**src/rtl/psr_defs.vh**
```
// Constants for the refresh and power-state block
`ifndef PSR_DEFS_VH
`define PSR_DEFS_VH
// Register byte addresses
`define PSR_ADDR_PRIMARY     8'h00
`define PSR_ADDR_REFRESH     8'h04
`define PSR_ADDR_STATUS      8'h08
`define PSR_ADDR_LINK        8'h0C
// Field positions and reset values
`define PSR_SLEEP_BIT        15
`define PSR_PRIMARY_RESET    16'h8000
`define PSR_REFRESH_RESET    16'h0002
// Interval codes
`define PSR_RI_X2            2'h0
`define PSR_RI_X4            2'h1
`define PSR_RI_X1            2'h2
`define PSR_RI_X1P5          2'h3
// Timing in ns (entry and exit in us) at 25 MHz (40 ns)
`define PSR_CLK_NS           40
`define PSR_ENTRY_US         10
`define PSR_EXIT_US          150
`define PSR_WAKE_NS          200
`define PSR_ROW_IND_NS       4000
`define PSR_ROW_EXT_NS       1000
`define PSR_ROWS             8192
`define PSR_REFRESH_CYC      3'h4
// AXI responses
`define PSR_RESP_OKAY        2'h0
`define PSR_RESP_SLVERR      2'h2
`endif

```
**src/rtl/psr_refresh_power.v**
```verilog
// Refresh scheduler, deep sleep control and strobe line driving
//
// The implementer's own choices: the AXI4-Lite slave port and the register addresses.
`include "psr_defs.vh"
module psr_refresh_power #(
  parameter        DUAL_DIE   = 0,
  parameter        EXT_TEMP   = 0,
  parameter [31:0] ENTRY_CYC  = (`PSR_ENTRY_US * 1000 + `PSR_CLK_NS - 1) / `PSR_CLK_NS,
  parameter [31:0] EXIT_CYC   = (`PSR_EXIT_US * 1000) / `PSR_CLK_NS,
  parameter [31:0] ROW_CYC    = (EXT_TEMP ? `PSR_ROW_EXT_NS : `PSR_ROW_IND_NS) / `PSR_CLK_NS
) (
  // Clock and reset
  input  wire        sys_clk_i,
  input  wire        reset_n_i,
  // AXI4-Lite write address and data
  input  wire [7:0]  s_axi_awaddr,
  input  wire        s_axi_awvalid,
  output wire        s_axi_awready,
  input  wire [31:0] s_axi_wdata,
  input  wire [3:0]  s_axi_wstrb,
  input  wire        s_axi_wvalid,
  output wire        s_axi_wready,
  // AXI4-Lite write response
  output reg  [1:0]  s_axi_bresp,
  output reg         s_axi_bvalid,
  input  wire        s_axi_bready,
  // AXI4-Lite read
  input  wire [7:0]  s_axi_araddr,
  input  wire        s_axi_arvalid,
  output wire        s_axi_arready,
  output reg  [31:0] s_axi_rdata,
  output reg  [1:0]  s_axi_rresp,
  output reg         s_axi_rvalid,
  input  wire        s_axi_rready,
  // Memory link pins
  input  wire        chip_select_n_i,
  input  wire        link_clk_i,
  input  wire        hw_reset_n_i,
  // Strobe mask line and data lines
  input  wire        strobe_mask_line_i,
  output reg         strobe_mask_line_o,
  output reg         strobe_mask_line_oe_o,
  output wire [7:0]  data_lines_o,
  output reg         data_lines_oe_o,
  // Phase from the transaction engine
  input  wire        access_is_read_i,
  input  wire        access_zero_lat_i,
  // State
  output wire        deep_sleep_state_o,
  output reg         array_valid_o,
  output reg         refresh_pulse_o
);
  localparam [31:0] WAKE_CYC = (`PSR_WAKE_NS + `PSR_CLK_NS - 1) / `PSR_CLK_NS;
  localparam [4:0] ST_STANDBY = 5'h01;
  localparam [4:0] ST_ENTER   = 5'h02;
  localparam [4:0] ST_SLEEP   = 5'h04;
  localparam [4:0] ST_EXIT    = 5'h08;
  localparam [4:0] ST_POR     = 5'h10;
  localparam [3:0] PH_IDLE = 4'h1;
  localparam [3:0] PH_CA   = 4'h2;
  localparam [3:0] PH_LAT  = 4'h4;
  localparam [3:0] PH_DATA = 4'h8;
  localparam [2:0] CA_EDGES = 3'h6;

  // Reset release
  reg rst_m;
  reg rst_n;
  always @(posedge sys_clk_i or negedge reset_n_i) begin
    if (!reset_n_i) begin
      rst_m <= 1'b0;
      rst_n <= 1'b0;
    end else begin
      rst_m <= 1'b1;
      rst_n <= rst_m;
    end
  end

  // Pin synchronisers
  wire [2:0] pins_s;
  // Link clock idles low, so no false edge after reset
  psr_sync #(.WIDTH(3), .INIT(3'h5)) u_sync (
    .clk_i   (sys_clk_i),
    .rst_n_i (rst_n),
    .d_i     ({chip_select_n_i, link_clk_i, hw_reset_n_i}),
    .q_o     (pins_s)
  );
  wire cs_n_s  = pins_s[2];
  wire lclk_s  = pins_s[1];
  wire hwrst_s = ~pins_s[0];
  reg  cs_n_d;
  reg  lclk_d;
  wire cs_fall = cs_n_d & ~cs_n_s;
  wire cs_rise = ~cs_n_d & cs_n_s;
  wire lclk_edge = lclk_d ^ lclk_s;

  // Registers
  reg  [15:0] primary_config_reg;
  reg  [15:0] refresh_config_reg;
  reg  [4:0]  state;
  reg  [31:0] timer;
  reg  [31:0] cs_low_cnt;
  reg         wake_armed;
  wire        sleeping = (state == ST_SLEEP);
  assign deep_sleep_state_o = sleeping;

  // AXI write: address and data in either order
  reg        aw_held;
  reg        w_held;
  reg [7:0]  aw_addr;
  reg [31:0] w_data;
  reg [3:0]  w_strb;
  assign s_axi_awready = ~aw_held & ~s_axi_bvalid;
  assign s_axi_wready  = ~w_held & ~s_axi_bvalid;
  wire aw_now = aw_held | s_axi_awvalid;
  wire w_now  = w_held | s_axi_wvalid;
  wire [7:0]  wr_addr = aw_held ? aw_addr : s_axi_awaddr;
  wire [31:0] wr_data = w_held ? w_data : s_axi_wdata;
  wire [3:0]  wr_strb = w_held ? w_strb : s_axi_wstrb;
  wire do_write = aw_now & w_now & ~s_axi_bvalid;

  function [15:0] merge16;
    input [15:0] old;
    input [31:0] data;
    input [3:0]  strb;
    begin
      merge16 = {strb[1] ? data[15:8] : old[15:8], strb[0] ? data[7:0] : old[7:0]};
    end
  endfunction

  function is_mapped;
    input [7:0] addr;
    begin
      is_mapped = (addr == `PSR_ADDR_PRIMARY) | (addr == `PSR_ADDR_REFRESH) |
                  (addr == `PSR_ADDR_STATUS) | (addr == `PSR_ADDR_LINK);
    end
  endfunction

  wire wr_primary = do_write & (wr_addr == `PSR_ADDR_PRIMARY);
  wire wr_refresh = do_write & (wr_addr == `PSR_ADDR_REFRESH);
  wire [15:0] next_primary = merge16(primary_config_reg, wr_data, wr_strb);
  wire sleep_req = wr_primary & ~next_primary[`PSR_SLEEP_BIT] & (DUAL_DIE == 0);

  always @(posedge sys_clk_i or negedge rst_n) begin
    if (!rst_n) begin
      aw_held <= 1'b0;
      w_held <= 1'b0;
      aw_addr <= 8'h00;
      w_data <= 32'h0000_0000;
      w_strb <= 4'h0;
      s_axi_bvalid <= 1'b0;
      s_axi_bresp <= `PSR_RESP_OKAY;
    end else begin
      if (do_write) begin
        aw_held <= 1'b0;
        w_held <= 1'b0;
        s_axi_bvalid <= 1'b1;
        s_axi_bresp <= is_mapped(wr_addr) ? `PSR_RESP_OKAY : `PSR_RESP_SLVERR;
      end else begin
        if (s_axi_awvalid & s_axi_awready) begin
          aw_held <= 1'b1;
          aw_addr <= s_axi_awaddr;
        end
        if (s_axi_wvalid & s_axi_wready) begin
          w_held <= 1'b1;
          w_data <= s_axi_wdata;
          w_strb <= s_axi_wstrb;
        end
        if (s_axi_bready) s_axi_bvalid <= 1'b0;
      end
    end
  end

  // Configuration registers, reset to power-on values on wake
  always @(posedge sys_clk_i or negedge rst_n) begin
    if (!rst_n) begin
      primary_config_reg <= `PSR_PRIMARY_RESET;
      refresh_config_reg <= `PSR_REFRESH_RESET;
    end else if (hwrst_s | (state == ST_EXIT)) begin
      primary_config_reg <= `PSR_PRIMARY_RESET;
      refresh_config_reg <= `PSR_REFRESH_RESET;
    end else begin
      if (wr_primary)
        primary_config_reg <= (DUAL_DIE != 0) ? (next_primary | `PSR_PRIMARY_RESET) : next_primary;
      if (wr_refresh)
        refresh_config_reg <= merge16(refresh_config_reg, wr_data, wr_strb);
    end
  end

  // AXI read
  reg  [31:0] rd_mux;
  always @* begin
    case (s_axi_araddr)
      `PSR_ADDR_PRIMARY: rd_mux = {16'h0000, primary_config_reg};
      `PSR_ADDR_REFRESH: rd_mux = {16'h0000, refresh_config_reg};
      `PSR_ADDR_STATUS:  rd_mux = {27'h0000000, state};
      `PSR_ADDR_LINK:    rd_mux = {29'h00000000, array_valid_o, cs_n_s, sleeping};
      default:           rd_mux = 32'h0000_0000;
    endcase
  end
  assign s_axi_arready = ~s_axi_rvalid;
  always @(posedge sys_clk_i or negedge rst_n) begin
    if (!rst_n) begin
      s_axi_rvalid <= 1'b0;
      s_axi_rdata <= 32'h0000_0000;
      s_axi_rresp <= `PSR_RESP_OKAY;
    end else if (s_axi_arvalid & s_axi_arready) begin
      s_axi_rvalid <= 1'b1;
      s_axi_rdata <= rd_mux;
      s_axi_rresp <= is_mapped(s_axi_araddr) ? `PSR_RESP_OKAY : `PSR_RESP_SLVERR;
    end else if (s_axi_rready) begin
      s_axi_rvalid <= 1'b0;
    end
  end

  // Power state machine
  always @(posedge sys_clk_i or negedge rst_n) begin
    if (!rst_n) begin
      state <= ST_POR;
      timer <= 32'h0000_0000;
      cs_low_cnt <= 32'h0000_0000;
      wake_armed <= 1'b0;
      cs_n_d <= 1'b1;
      lclk_d <= 1'b0;
      array_valid_o <= 1'b1;
    end else begin
      cs_n_d <= cs_n_s;
      lclk_d <= lclk_s;
      case (state)
        ST_POR: begin
          state <= ST_STANDBY;
        end
        ST_STANDBY: begin
          if (sleep_req) begin
            state <= ST_ENTER;
            timer <= ENTRY_CYC;
          end
        end
        ST_ENTER: begin
          if (timer <= 32'h0000_0001) begin
            state <= ST_SLEEP;
            array_valid_o <= 1'b0;
          end else begin
            timer <= timer - 32'h0000_0001;
          end
        end
        ST_SLEEP: begin
          // Only select and reset are watched here
          if (~cs_n_s)
            cs_low_cnt <= cs_low_cnt + 32'h0000_0001;
          else
            cs_low_cnt <= 32'h0000_0000;
          if (cs_fall)
            wake_armed <= 1'b1;
          if (hwrst_s | (cs_rise & wake_armed & (cs_low_cnt >= WAKE_CYC))) begin
            state <= ST_EXIT;
            timer <= EXIT_CYC;
            wake_armed <= 1'b0;
          end
        end
        ST_EXIT: begin
          // Wake transaction is ignored
          if (timer <= 32'h0000_0001)
            state <= ST_STANDBY;
          else
            timer <= timer - 32'h0000_0001;
        end
        default: state <= ST_POR;
      endcase
    end
  end

  // Distributed refresh tick from interval field
  function [31:0] row_period;
    input [1:0] code;
    begin
      case (code)
        `PSR_RI_X1:   row_period = ROW_CYC;
        `PSR_RI_X1P5: row_period = ROW_CYC + (ROW_CYC >> 1);
        `PSR_RI_X2:   row_period = ROW_CYC << 1;
        `PSR_RI_X4:   row_period = ROW_CYC << 2;
        default:      row_period = ROW_CYC;
      endcase
    end
  endfunction

  reg  [31:0] tick_cnt;
  reg  [12:0] row_addr;
  reg         refresh_pend;
  reg  [2:0]  refresh_busy;
  wire        host_active = ~cs_n_s;
  wire        tick = (tick_cnt == 32'h0000_0000);
  wire        running = (state == ST_STANDBY);

  always @(posedge sys_clk_i or negedge rst_n) begin
    if (!rst_n) begin
      tick_cnt <= 32'h0000_0000;
      row_addr <= 13'h0000;
      refresh_pend <= 1'b0;
      refresh_busy <= 3'h0;
      refresh_pulse_o <= 1'b0;
    end else begin
      refresh_pulse_o <= 1'b0;
      if (!running) begin
        tick_cnt <= row_period(refresh_config_reg[1:0]) - 32'h0000_0001;
        refresh_pend <= 1'b0;
        refresh_busy <= 3'h0;
      end else begin
        // One row per tick, spread evenly
        if (tick)
          tick_cnt <= row_period(refresh_config_reg[1:0]) - 32'h0000_0001;
        else
          tick_cnt <= tick_cnt - 32'h0000_0001;
        if (refresh_busy != 3'h0)
          refresh_busy <= refresh_busy - 3'h1;
        // A tick landing while busy or selected stays pending; one tick is held, a further tick is lost
        if ((refresh_busy == 3'h0) & (refresh_pend | tick) & ~host_active) begin
          refresh_busy <= `PSR_REFRESH_CYC;
          refresh_pulse_o <= 1'b1;
          row_addr <= row_addr + 13'h0001;
          refresh_pend <= refresh_pend & tick;
        end else if (tick) begin
          refresh_pend <= 1'b1;
        end
      end
    end
  end

  // Link phase tracker, clocked by sys_clk_i, counting sampled link clock edges
  reg [3:0] phase;
  reg [2:0] ca_cnt;
  reg       long_lat;
  wire      dev_reset = ~rst_n | hwrst_s;
  always @(posedge sys_clk_i or negedge rst_n) begin
    if (!rst_n) begin
      phase <= PH_IDLE;
      ca_cnt <= 3'h0;
      long_lat <= 1'b0;
    end else if (cs_n_s | hwrst_s | ~running) begin
      phase <= PH_IDLE;
      ca_cnt <= 3'h0;
    end else begin
      case (phase)
        PH_IDLE: begin
          phase <= PH_CA;
          long_lat <= refresh_pend | (refresh_busy != 3'h0) | primary_config_reg[3];
        end
        PH_CA: begin
          if (lclk_edge) ca_cnt <= ca_cnt + 3'h1;
          if (lclk_edge & (ca_cnt == CA_EDGES - 3'h1))
            // Zero-latency data phase samples no mask
            phase <= access_zero_lat_i ? PH_DATA : PH_LAT;
        end
        PH_LAT: phase <= PH_LAT;
        PH_DATA: phase <= PH_DATA;
        default: phase <= PH_IDLE;
      endcase
    end
  end

  // Strobe and data drive
  assign data_lines_o = 8'h00;
  always @(posedge sys_clk_i or negedge rst_n) begin
    if (!rst_n) begin
      strobe_mask_line_o <= 1'b0;
      strobe_mask_line_oe_o <= 1'b0;
      data_lines_oe_o <= 1'b0;
    end else begin
      strobe_mask_line_o <= 1'b0;
      strobe_mask_line_oe_o <= 1'b0;
      data_lines_oe_o <= 1'b0;
      if (!(dev_reset | cs_n_s | sleeping)) begin
        if (phase == PH_CA) begin
          strobe_mask_line_oe_o <= 1'b1;
          strobe_mask_line_o <= long_lat;
        end else if ((phase == PH_LAT) & access_is_read_i) begin
          strobe_mask_line_oe_o <= 1'b1;
        end
      end
    end
  end
endmodule // psr_refresh_power

```
**src/rtl/psr_sync.v**
```verilog
// Two flip-flop synchroniser for pin inputs
module psr_sync #(
  parameter WIDTH = 1,
  parameter [WIDTH-1:0] INIT = {WIDTH{1'b0}}
) (
  // Clock and reset
  input  wire             clk_i,
  input  wire             rst_n_i,
  // Data
  input  wire [WIDTH-1:0] d_i,
  output wire [WIDTH-1:0] q_o
);
  reg [WIDTH-1:0] meta;
  reg [WIDTH-1:0] sync;
  always @(posedge clk_i or negedge rst_n_i) begin
    if (!rst_n_i) begin
      meta <= INIT;
      sync <= INIT;
    end else begin
      meta <= d_i;
      sync <= meta;
    end
  end
  assign q_o = sync;
endmodule // psr_sync

```
**config.mk**
```make
export PLATFORM = sky130hd
export DESIGN_NAME = psr_refresh_power
export DESIGN_NICKNAME = d
export VERILOG_FILES = /design/src/rtl/psr_refresh_power.v /design/src/rtl/psr_sync.v
export VERILOG_INCLUDE_DIRS = /design/src /design/src/rtl
export SDC_FILE = /design/constraint.sdc
export NUM_CORES = 1
export LEC_CHECK = 0
export ABC_AREA = 1
export BUFFER_PORTS_ARGS = -buffer_cell sky130_fd_sc_hd__buf_2
export CAP_MARGIN = 20
export CORE_MARGIN = 2
export CORE_UTILIZATION = 47
export CTS_CLUSTER_DIAMETER = 60
export DETAILED_ROUTE_END_ITERATION = 16
export GPL_TIMING_DRIVEN = 1
export MAX_ROUTING_LAYER = met4
export PLACE_DENSITY = 0.74
export SLEW_MARGIN = 10
export SYNTH_ARGS = -nofsm -noshare
export SYNTH_HDL_FRONTEND = slang
export SYNTH_SLANG_ARGS = --single-unit
```
**constraint.sdc**
```tcl
create_clock -name sys_clk_i -period 11.25 [get_ports sys_clk_i]
set_clock_uncertainty 0.1 [all_clocks]
set_input_delay 1.6875 -clock sys_clk_i [delete_from_list [all_inputs] [get_ports sys_clk_i]]
set_output_delay 1.6875 -clock sys_clk_i [all_outputs]
set_load 0.005 [all_outputs]
```
# --- Yosys cells after proc, flatten, opt, wreduce, memory -nomap -nowiden ---
# Index checks and enable logic that the tools add are counted.
op_classes:
  n_addsub: 7
  magnitude_cmp: 2
  eq_ne: 27
  n_mux: 59
  bitwise_logic: 50
  n_reduce_logical: 31
ops:
  columns: ["op", "count"]
  rows:
  - ["32-bit two-way mux", 9]
  - ["32-bit case mux with 4 select lines", 1]
  - ["32-bit by 1-bit subtractor with 32-bit output (second input constant)", 4]
  - ["32-bit case mux with 3 select lines", 1]
  - ["16-bit two-way mux", 5]
  - ["16-bit case mux with 4 select lines", 1]
  - ["32-bit by 1-bit adder with 32-bit output (second input constant)", 1]
  - ["8-bit by 4-bit equality test with 1-bit output (second input constant)", 4]
  - ["32-bit by 3-bit greater-or-equal comparator with 1-bit output (second input constant)", 1]
  - ["32-bit by 1-bit less-or-equal comparator with 1-bit output (second input constant)", 1]
  - ["32-bit zero test", 1]
  - ["8-bit two-way mux", 4]
  - ["5-bit case mux with 5 select lines", 1]
  - ["2-bit nonzero test", 11]
  - ["1-bit two-way mux", 20]
  - ["5-bit two-way mux", 4]
  - ["2-bit AND reduction", 10]
  - ["1-bit bitwise AND", 19]
  - ["3-bit two-way mux", 6]
  - ["1-bit bitwise OR", 18]
  - ["8-bit by 3-bit equality test with 1-bit output (second input constant)", 2]
  - ["8-bit zero test", 2]
  - ["4-bit case mux with 4 select lines", 1]
  - ["4-bit two-way mux", 3]
  - ["27 further kinds", 46]
word_totals:
  reg_bits: 226
  in_bits: 65
  output_inout_bits: 55

# --- Longest topological paths before layout ---
logic_depth:
  word_depth: 7
  mapped_depth: 12
  mapped_depth_nobuf: 12

# --- Hierarchy ---
# From an unflattened synthesis, not the netlist that was laid out.
hier_totals:
  hier_cells: 1597
  area_unflattened_um2: 11662.4
by_module_without_submodules:
  columns: ["module", "instances", "cells_per_inst", "area_each_um2", "seq_area_each_um2"]
  rows:
  - ["psr_refresh_power", 1, 1591, 11507.3, 5062.4]
  - ["psr_sync", 1, 6, 155.1, 155.1]

# --- Least setup slack after synthesis ---
# OpenSTA, ideal clock, no wires.
synth_path:
  kind: "register to register"
  startpoint: "reg rst_n"
  endpoint: "reg strobe_mask_line_oe_o"
  setup_time_ns: 0.098
  arrival_ns: 5.432
  setup_slack_ns: 5.620
  path_stages_with_launch: 3
  cell_sequence: "dfrtp_1 nand4_1 a21oi_1"
synth_between:
  elab_chain_len: 5
synth_lines:
  columns: ["element", "line", "text"]
  rows:
  - ["start, declared", "psr_refresh_power.v:67", "reg rst_n;"]
  - ["start signal, assigned", "psr_refresh_power.v:74", "rst_n <= rst_m;"]
  - ["1-bit inverter", "psr_refresh_power.v:332", "wire dev_reset = ~rst_n | hwrst_s;"]
  - ["1-bit bitwise OR", "psr_refresh_power.v:332", null]
  - ["1-bit bitwise OR (2 in series)", "psr_refresh_power.v:371", "if (!(dev_reset | cs_n_s | sleeping)) begin"]
  - ["1-bit two-way mux", "psr_refresh_power.v:371", null]
  - ["end signal, assigned", "psr_refresh_power.v:369", "strobe_mask_line_oe_o <= 1'b0;"]
  - ["end signal, assigned", "psr_refresh_power.v:373", "strobe_mask_line_oe_o <= 1'b1;"]
  - ["end signal, assigned", "psr_refresh_power.v:376", "strobe_mask_line_oe_o <= 1'b1;"]
  - ["end, declared", "psr_refresh_power.v:42", "output reg strobe_mask_line_oe_o,"]
# No other way between the ends.
# A chain may end at the register's enable or synchronous reset.

# --- Worst setup path in the final report ---
layout_path:
  startpoint: "reg state[0]"
  endpoint: "out deep_sleep_state_o"
layout_between:
  elab_chain_len: 1
layout_lines:
  columns: ["element", "line", "text"]
  rows:
  - ["start, declared", "psr_refresh_power.v:99", "reg [4:0] state;"]
  - ["start signal, assigned", "psr_refresh_power.v:218", "state <= ST_POR;"]
  - ["start signal, assigned", "psr_refresh_power.v:230", "state <= ST_STANDBY;"]
  - ["start signal, assigned", "psr_refresh_power.v:234", "state <= ST_ENTER;"]
  - ["5-bit by 3-bit equality test with 1-bit output", "psr_refresh_power.v:103", "wire sleeping = (state == ST_SLEEP);"]
  - ["end, declared", "psr_refresh_power.v:49", "output wire deep_sleep_state_o,"]
# No other way between the ends.

==> qor.log <==
INFO  die            floorplan.core_area=0.0243mm2
INFO  synth          yosysWarnings=0
INFO  sta            final-hold-violation-count=0
INFO  cts            tritoncts=done
INFO  synth          synth.top_cells.by_area=sky130_fd_sc_hd__dfrtp_1 (42%), sky130_fd_sc_hd__nand2_1 (15%), sky130_fd_sc_hd__nor2_1 (7.5%)
INFO  drt            drt_iter0_markers=750
INFO  sta            maxSlewViolCount=0
INFO  worst_setup_path path_depth=5
INFO  final_layout   design.final.nets=1746
INFO  worst_setup_path crit_arrival=2.66ns
INFO  synth          synthDominantCellAreaShare=42.4%
INFO  worst_setup_path endpoint_kind=output pin
INFO  cts            clk_path_buf_depth=3
INFO  synth          synth_area=0.0117mm2
INFO  sta            rsz_0062_raised_after_global_routing=false
INFO  synth          synth_async_sr_flop_share=100%
INFO  worst_setup_path max_stage_delay=0.60ns
INFO  final_layout   diodes=0
INFO  synth          synthDistinctLibCells=45
INFO  final_layout   fin_util=54.0%
INFO  global_routing first_global_vias=9907
INFO  worst_setup_path critical_path_buf_inv_count=3
INFO  drt            final_antenna_net_count=0
INFO  cts            worst_skew_pair.late_latency=0.53ns
INFO  global_routing globalRouteOverflowTotal=0
INFO  sta            min_period_over_period=39.5%
INFO  global_routing grt_pass1_wl=46500um
INFO  final_layout   area.sequential=0.00522mm2
INFO  synth          register_bit_count_reported_by_yosys=208
INFO  synth          synth_edf_count=0
INFO  synth          post-synth-top-area-cell=sky130_fd_sc_hd__dfrtp_1
INFO  drt            vias=10200
INFO  cts            ctsResizeCount=0
INFO  drt            drt_pre_antenna_iters=5
INFO  worst_setup_path worst-endpoint-required=9.46ns
INFO  outcome        status=complete, no violations
INFO  pwr            vdd_ir_drop_max=0.178mV
INFO  worst_setup_path critical_path_fanout_max=28
INFO  worst_setup_path critical_path.top_delay_family=buffers and inverters
INFO  job            cap_viol_max_count=0
INFO  sta            setup_viol=0
INFO  cts            tritoncts_num_sinks=208
INFO  drt            wl_per_cell=13.3um
INFO  die            die_h=162um
INFO  pwr            total_power=2.40mW
INFO  cts            cts.clk_slew.worst_paths=0.06ns
INFO  synth          ys_dominant_reg_cell=sky130_fd_sc_hd__dfrtp_1
INFO  synth          synth_instances=1604
INFO  pwr            power.density=183mW/mm2
INFO  die            top_level_ports=120
INFO  worst_setup_path critical_path.cell_chain=nor2_1 -> nand4_2 -> inv_1 -> buf_4 -> buf_2
INFO  synth          netlist_top_cells_count=sky130_fd_sc_hd__nand2_1 (473), sky130_fd_sc_hd__nor2_1 (232), sky130_fd_sc_hd__dfrtp_1 (198)
INFO  synth          synth_seq_area_share=44.7%
INFO  synth          syn-mean-instance-area=7.28um2
INFO  sta            maxSlewHeadroom=38.2%
INFO  sta            f_max=225MHz
INFO  worst_setup_path slowest_stage=sky130_fd_sc_hd__nand4_2
INFO  final_layout   final_layout_size_suffix_gt1_share=10.3%
INFO  drt            routed_via_density=5.08
INFO  place          gpl.final_weighted_congestion=0.924
INFO  min_path       hold_path.class=reg -> async
INFO  die            initial_core_util=48.0%
INFO  global_routing globalRouteTotalUtil=21.7%
INFO  place          port_buffers=73
INFO  cts            cts-htree-levels=1
INFO  worst_setup_path worstRegToRegCells=8
INFO  worst_setup_path reg2reg_slack=7.81ns
INFO  drt            post-route-drc-count=0
INFO  sta            fin_hold_ws=0.136ns
INFO  global_routing antenna_found_initial=0
INFO  die            rows=57
INFO  cts            cts.hold.buffers_added=0
INFO  final_layout   multi_input_comb_area=0.00552mm2
INFO  cts            cts_buffers=26
INFO  die            die_width=162um
INFO  global_routing maximum_number_of_pins_on_one_net_before_global_route_repair=69
INFO  drt            drt_wl_total=26700um
INFO  sta            layout_min_cycle_time=4.44ns
INFO  cts            cts_root_buf=sky130_fd_sc_hd__clkbuf_16
INFO  final_layout   syn2layout_area_growth=12.5%
INFO  worst_setup_path path_class=reg -> out
INFO  cts            postCtsSetupRepairBufs=0
INFO  final_layout   largest_registers=cs_low_cnt: 32 flops, tick_cnt: 32 flops, timer: 32 flops
INFO  place          place.detailed.hpwl=18600um
INFO  worst_setup_path kind_of_start_point_of_the_critical_path=flip-flop
INFO  die            floorplan.die_area=0.0261mm2
INFO  synth          post-synth-top-count-cell=sky130_fd_sc_hd__nand2_1
INFO  pwr            p_leak=6.69nW
INFO  sta            finalSetupTns=0ns
INFO  final_layout   nFillCells=2304
INFO  sta            tightestPinTransition=0.918ns
[cells by family (layout without fill, tap and decap cells)]
logic type	count (synthesis)	count (layout)	synth area share (%)
flip-flops	208	208	44.7
AO/OA/AOI/OAI	195	195	8.93
buffers and inverters	236	296	8.85
XOR/XNOR	40	40	3.00
other	2	28	0.0643
AND/OR/NAND/NOR	912	912	33.3
adder cells (fa/ha/maj)	11	11	1.18
[cells in the final DEF (no fill, tap or decap), types with 3 or more instances in the layout]
cell,Yosys,final
sky130_fd_sc_hd__buf_2,13,73
sky130_fd_sc_hd__a21o_1,3,3
sky130_fd_sc_hd__nor4_1,4,4
sky130_fd_sc_hd__clkbuf_16,0,27
sky130_fd_sc_hd__conb_1,2,28
sky130_fd_sc_hd__o21ai_0,137,137
sky130_fd_sc_hd__buf_4,29,7
sky130_fd_sc_hd__nand3_1,64,64
sky130_fd_sc_hd__clkinv_2,0,3
sky130_fd_sc_hd__nor2_2,7,7
sky130_fd_sc_hd__xor2_1,28,28
sky130_fd_sc_hd__nor3_1,28,28
sky130_fd_sc_hd__clkbuf_1,23,3
sky130_fd_sc_hd__a31oi_1,5,5
sky130_fd_sc_hd__nand4_1,71,71
sky130_fd_sc_hd__nand2_1,473,473
sky130_fd_sc_hd__nand2_2,5,5
sky130_fd_sc_hd__ha_1,11,11
sky130_fd_sc_hd__or2_2,8,8
sky130_fd_sc_hd__dfstp_2,10,10
sky130_fd_sc_hd__inv_6,0,3
sky130_fd_sc_hd__nor2_4,4,4
sky130_fd_sc_hd__o21bai_1,5,5
sky130_fd_sc_hd__o21ai_1,5,5
sky130_fd_sc_hd__and2_1,4,4
sky130_fd_sc_hd__xnor2_1,12,12
sky130_fd_sc_hd__a21oi_1,33,33
sky130_fd_sc_hd__inv_8,0,3
sky130_fd_sc_hd__dfrtp_1,198,197
sky130_fd_sc_hd__nor2_1,232,232
sky130_fd_sc_hd__inv_1,164,164
sky130_fd_sc_hd__clkbuf_8,0,5
[power breakdown]
part           switching [mW]  internal (mW)
clock network           0.337          0.524
logic                   0.402          0.180
registers              0.0897          0.868
[final timing paths]
check / from / to
worst max register to register: state[0] / timer[3]
worst max-delay path: state[0] / deep_sleep_state_o
worst min register to register: rst_n / aw_addr[1]
min in group sys_clk_i: rst_m / rst_n
worst min-delay path: rst_n / aw_addr[1]
max in group asynchronous: rst_n / cs_low_cnt[15]
[metal layers]
layer / part of all wire [%] / wire (um) / vias to the layer above / track usage (%)
li1: - / - / 5200 / -
met1: 46 / 12300 / 4773 / 29.0
met2: 47 / 12600 / 219 / 35.2
met3: 4.6 / 1240 / 43 / 3.21
met4: 2.0 / 527 / 0 / 5.43
met5: 0 / 0 / - / -
[metrics by stage]
stage / worst slack, ns / std cells / area [um2]
4_1_cts: 6.79 / 2012 / 13100
3_5_place_dp: 6.84 / 1964 / 12200
5_1_grt: 6.66 / 2014 / 13100
2_1_floorplan: 4.92 / 1630 / 11800
3_3_place_gp: 6.89 / 1964 / 12200
6_report: 6.81 / 2014 / 13100
[layout make-up]
class                           instances  area share [%]
Clock buffer                           35            5.75
Timing Repair Buffer                   82            3.50
Sequential cell                       208            39.7
Clock inverter                         13            1.14
Tap cell                              324            3.09
Multi-Input combinational cell       1186            42.0
Inverter                              166            4.74
[worst reg2reg max path, stage by stage, from the launching register on]
cell	delay, ns
sky130_fd_sc_hd__dfrtp_1	0.42
sky130_fd_sc_hd__nor2_1	0.21
sky130_fd_sc_hd__nand4_2	0.61
sky130_fd_sc_hd__inv_1	0.37
sky130_fd_sc_hd__nor2_1	0.08
sky130_fd_sc_hd__nand2_2	0.51
sky130_fd_sc_hd__nand3_2	0.69
sky130_fd_sc_hd__nand2_1	0.25
sky130_fd_sc_hd__nand2_1	0.08
Note: power is estimated with default switching activity, not from simulation.
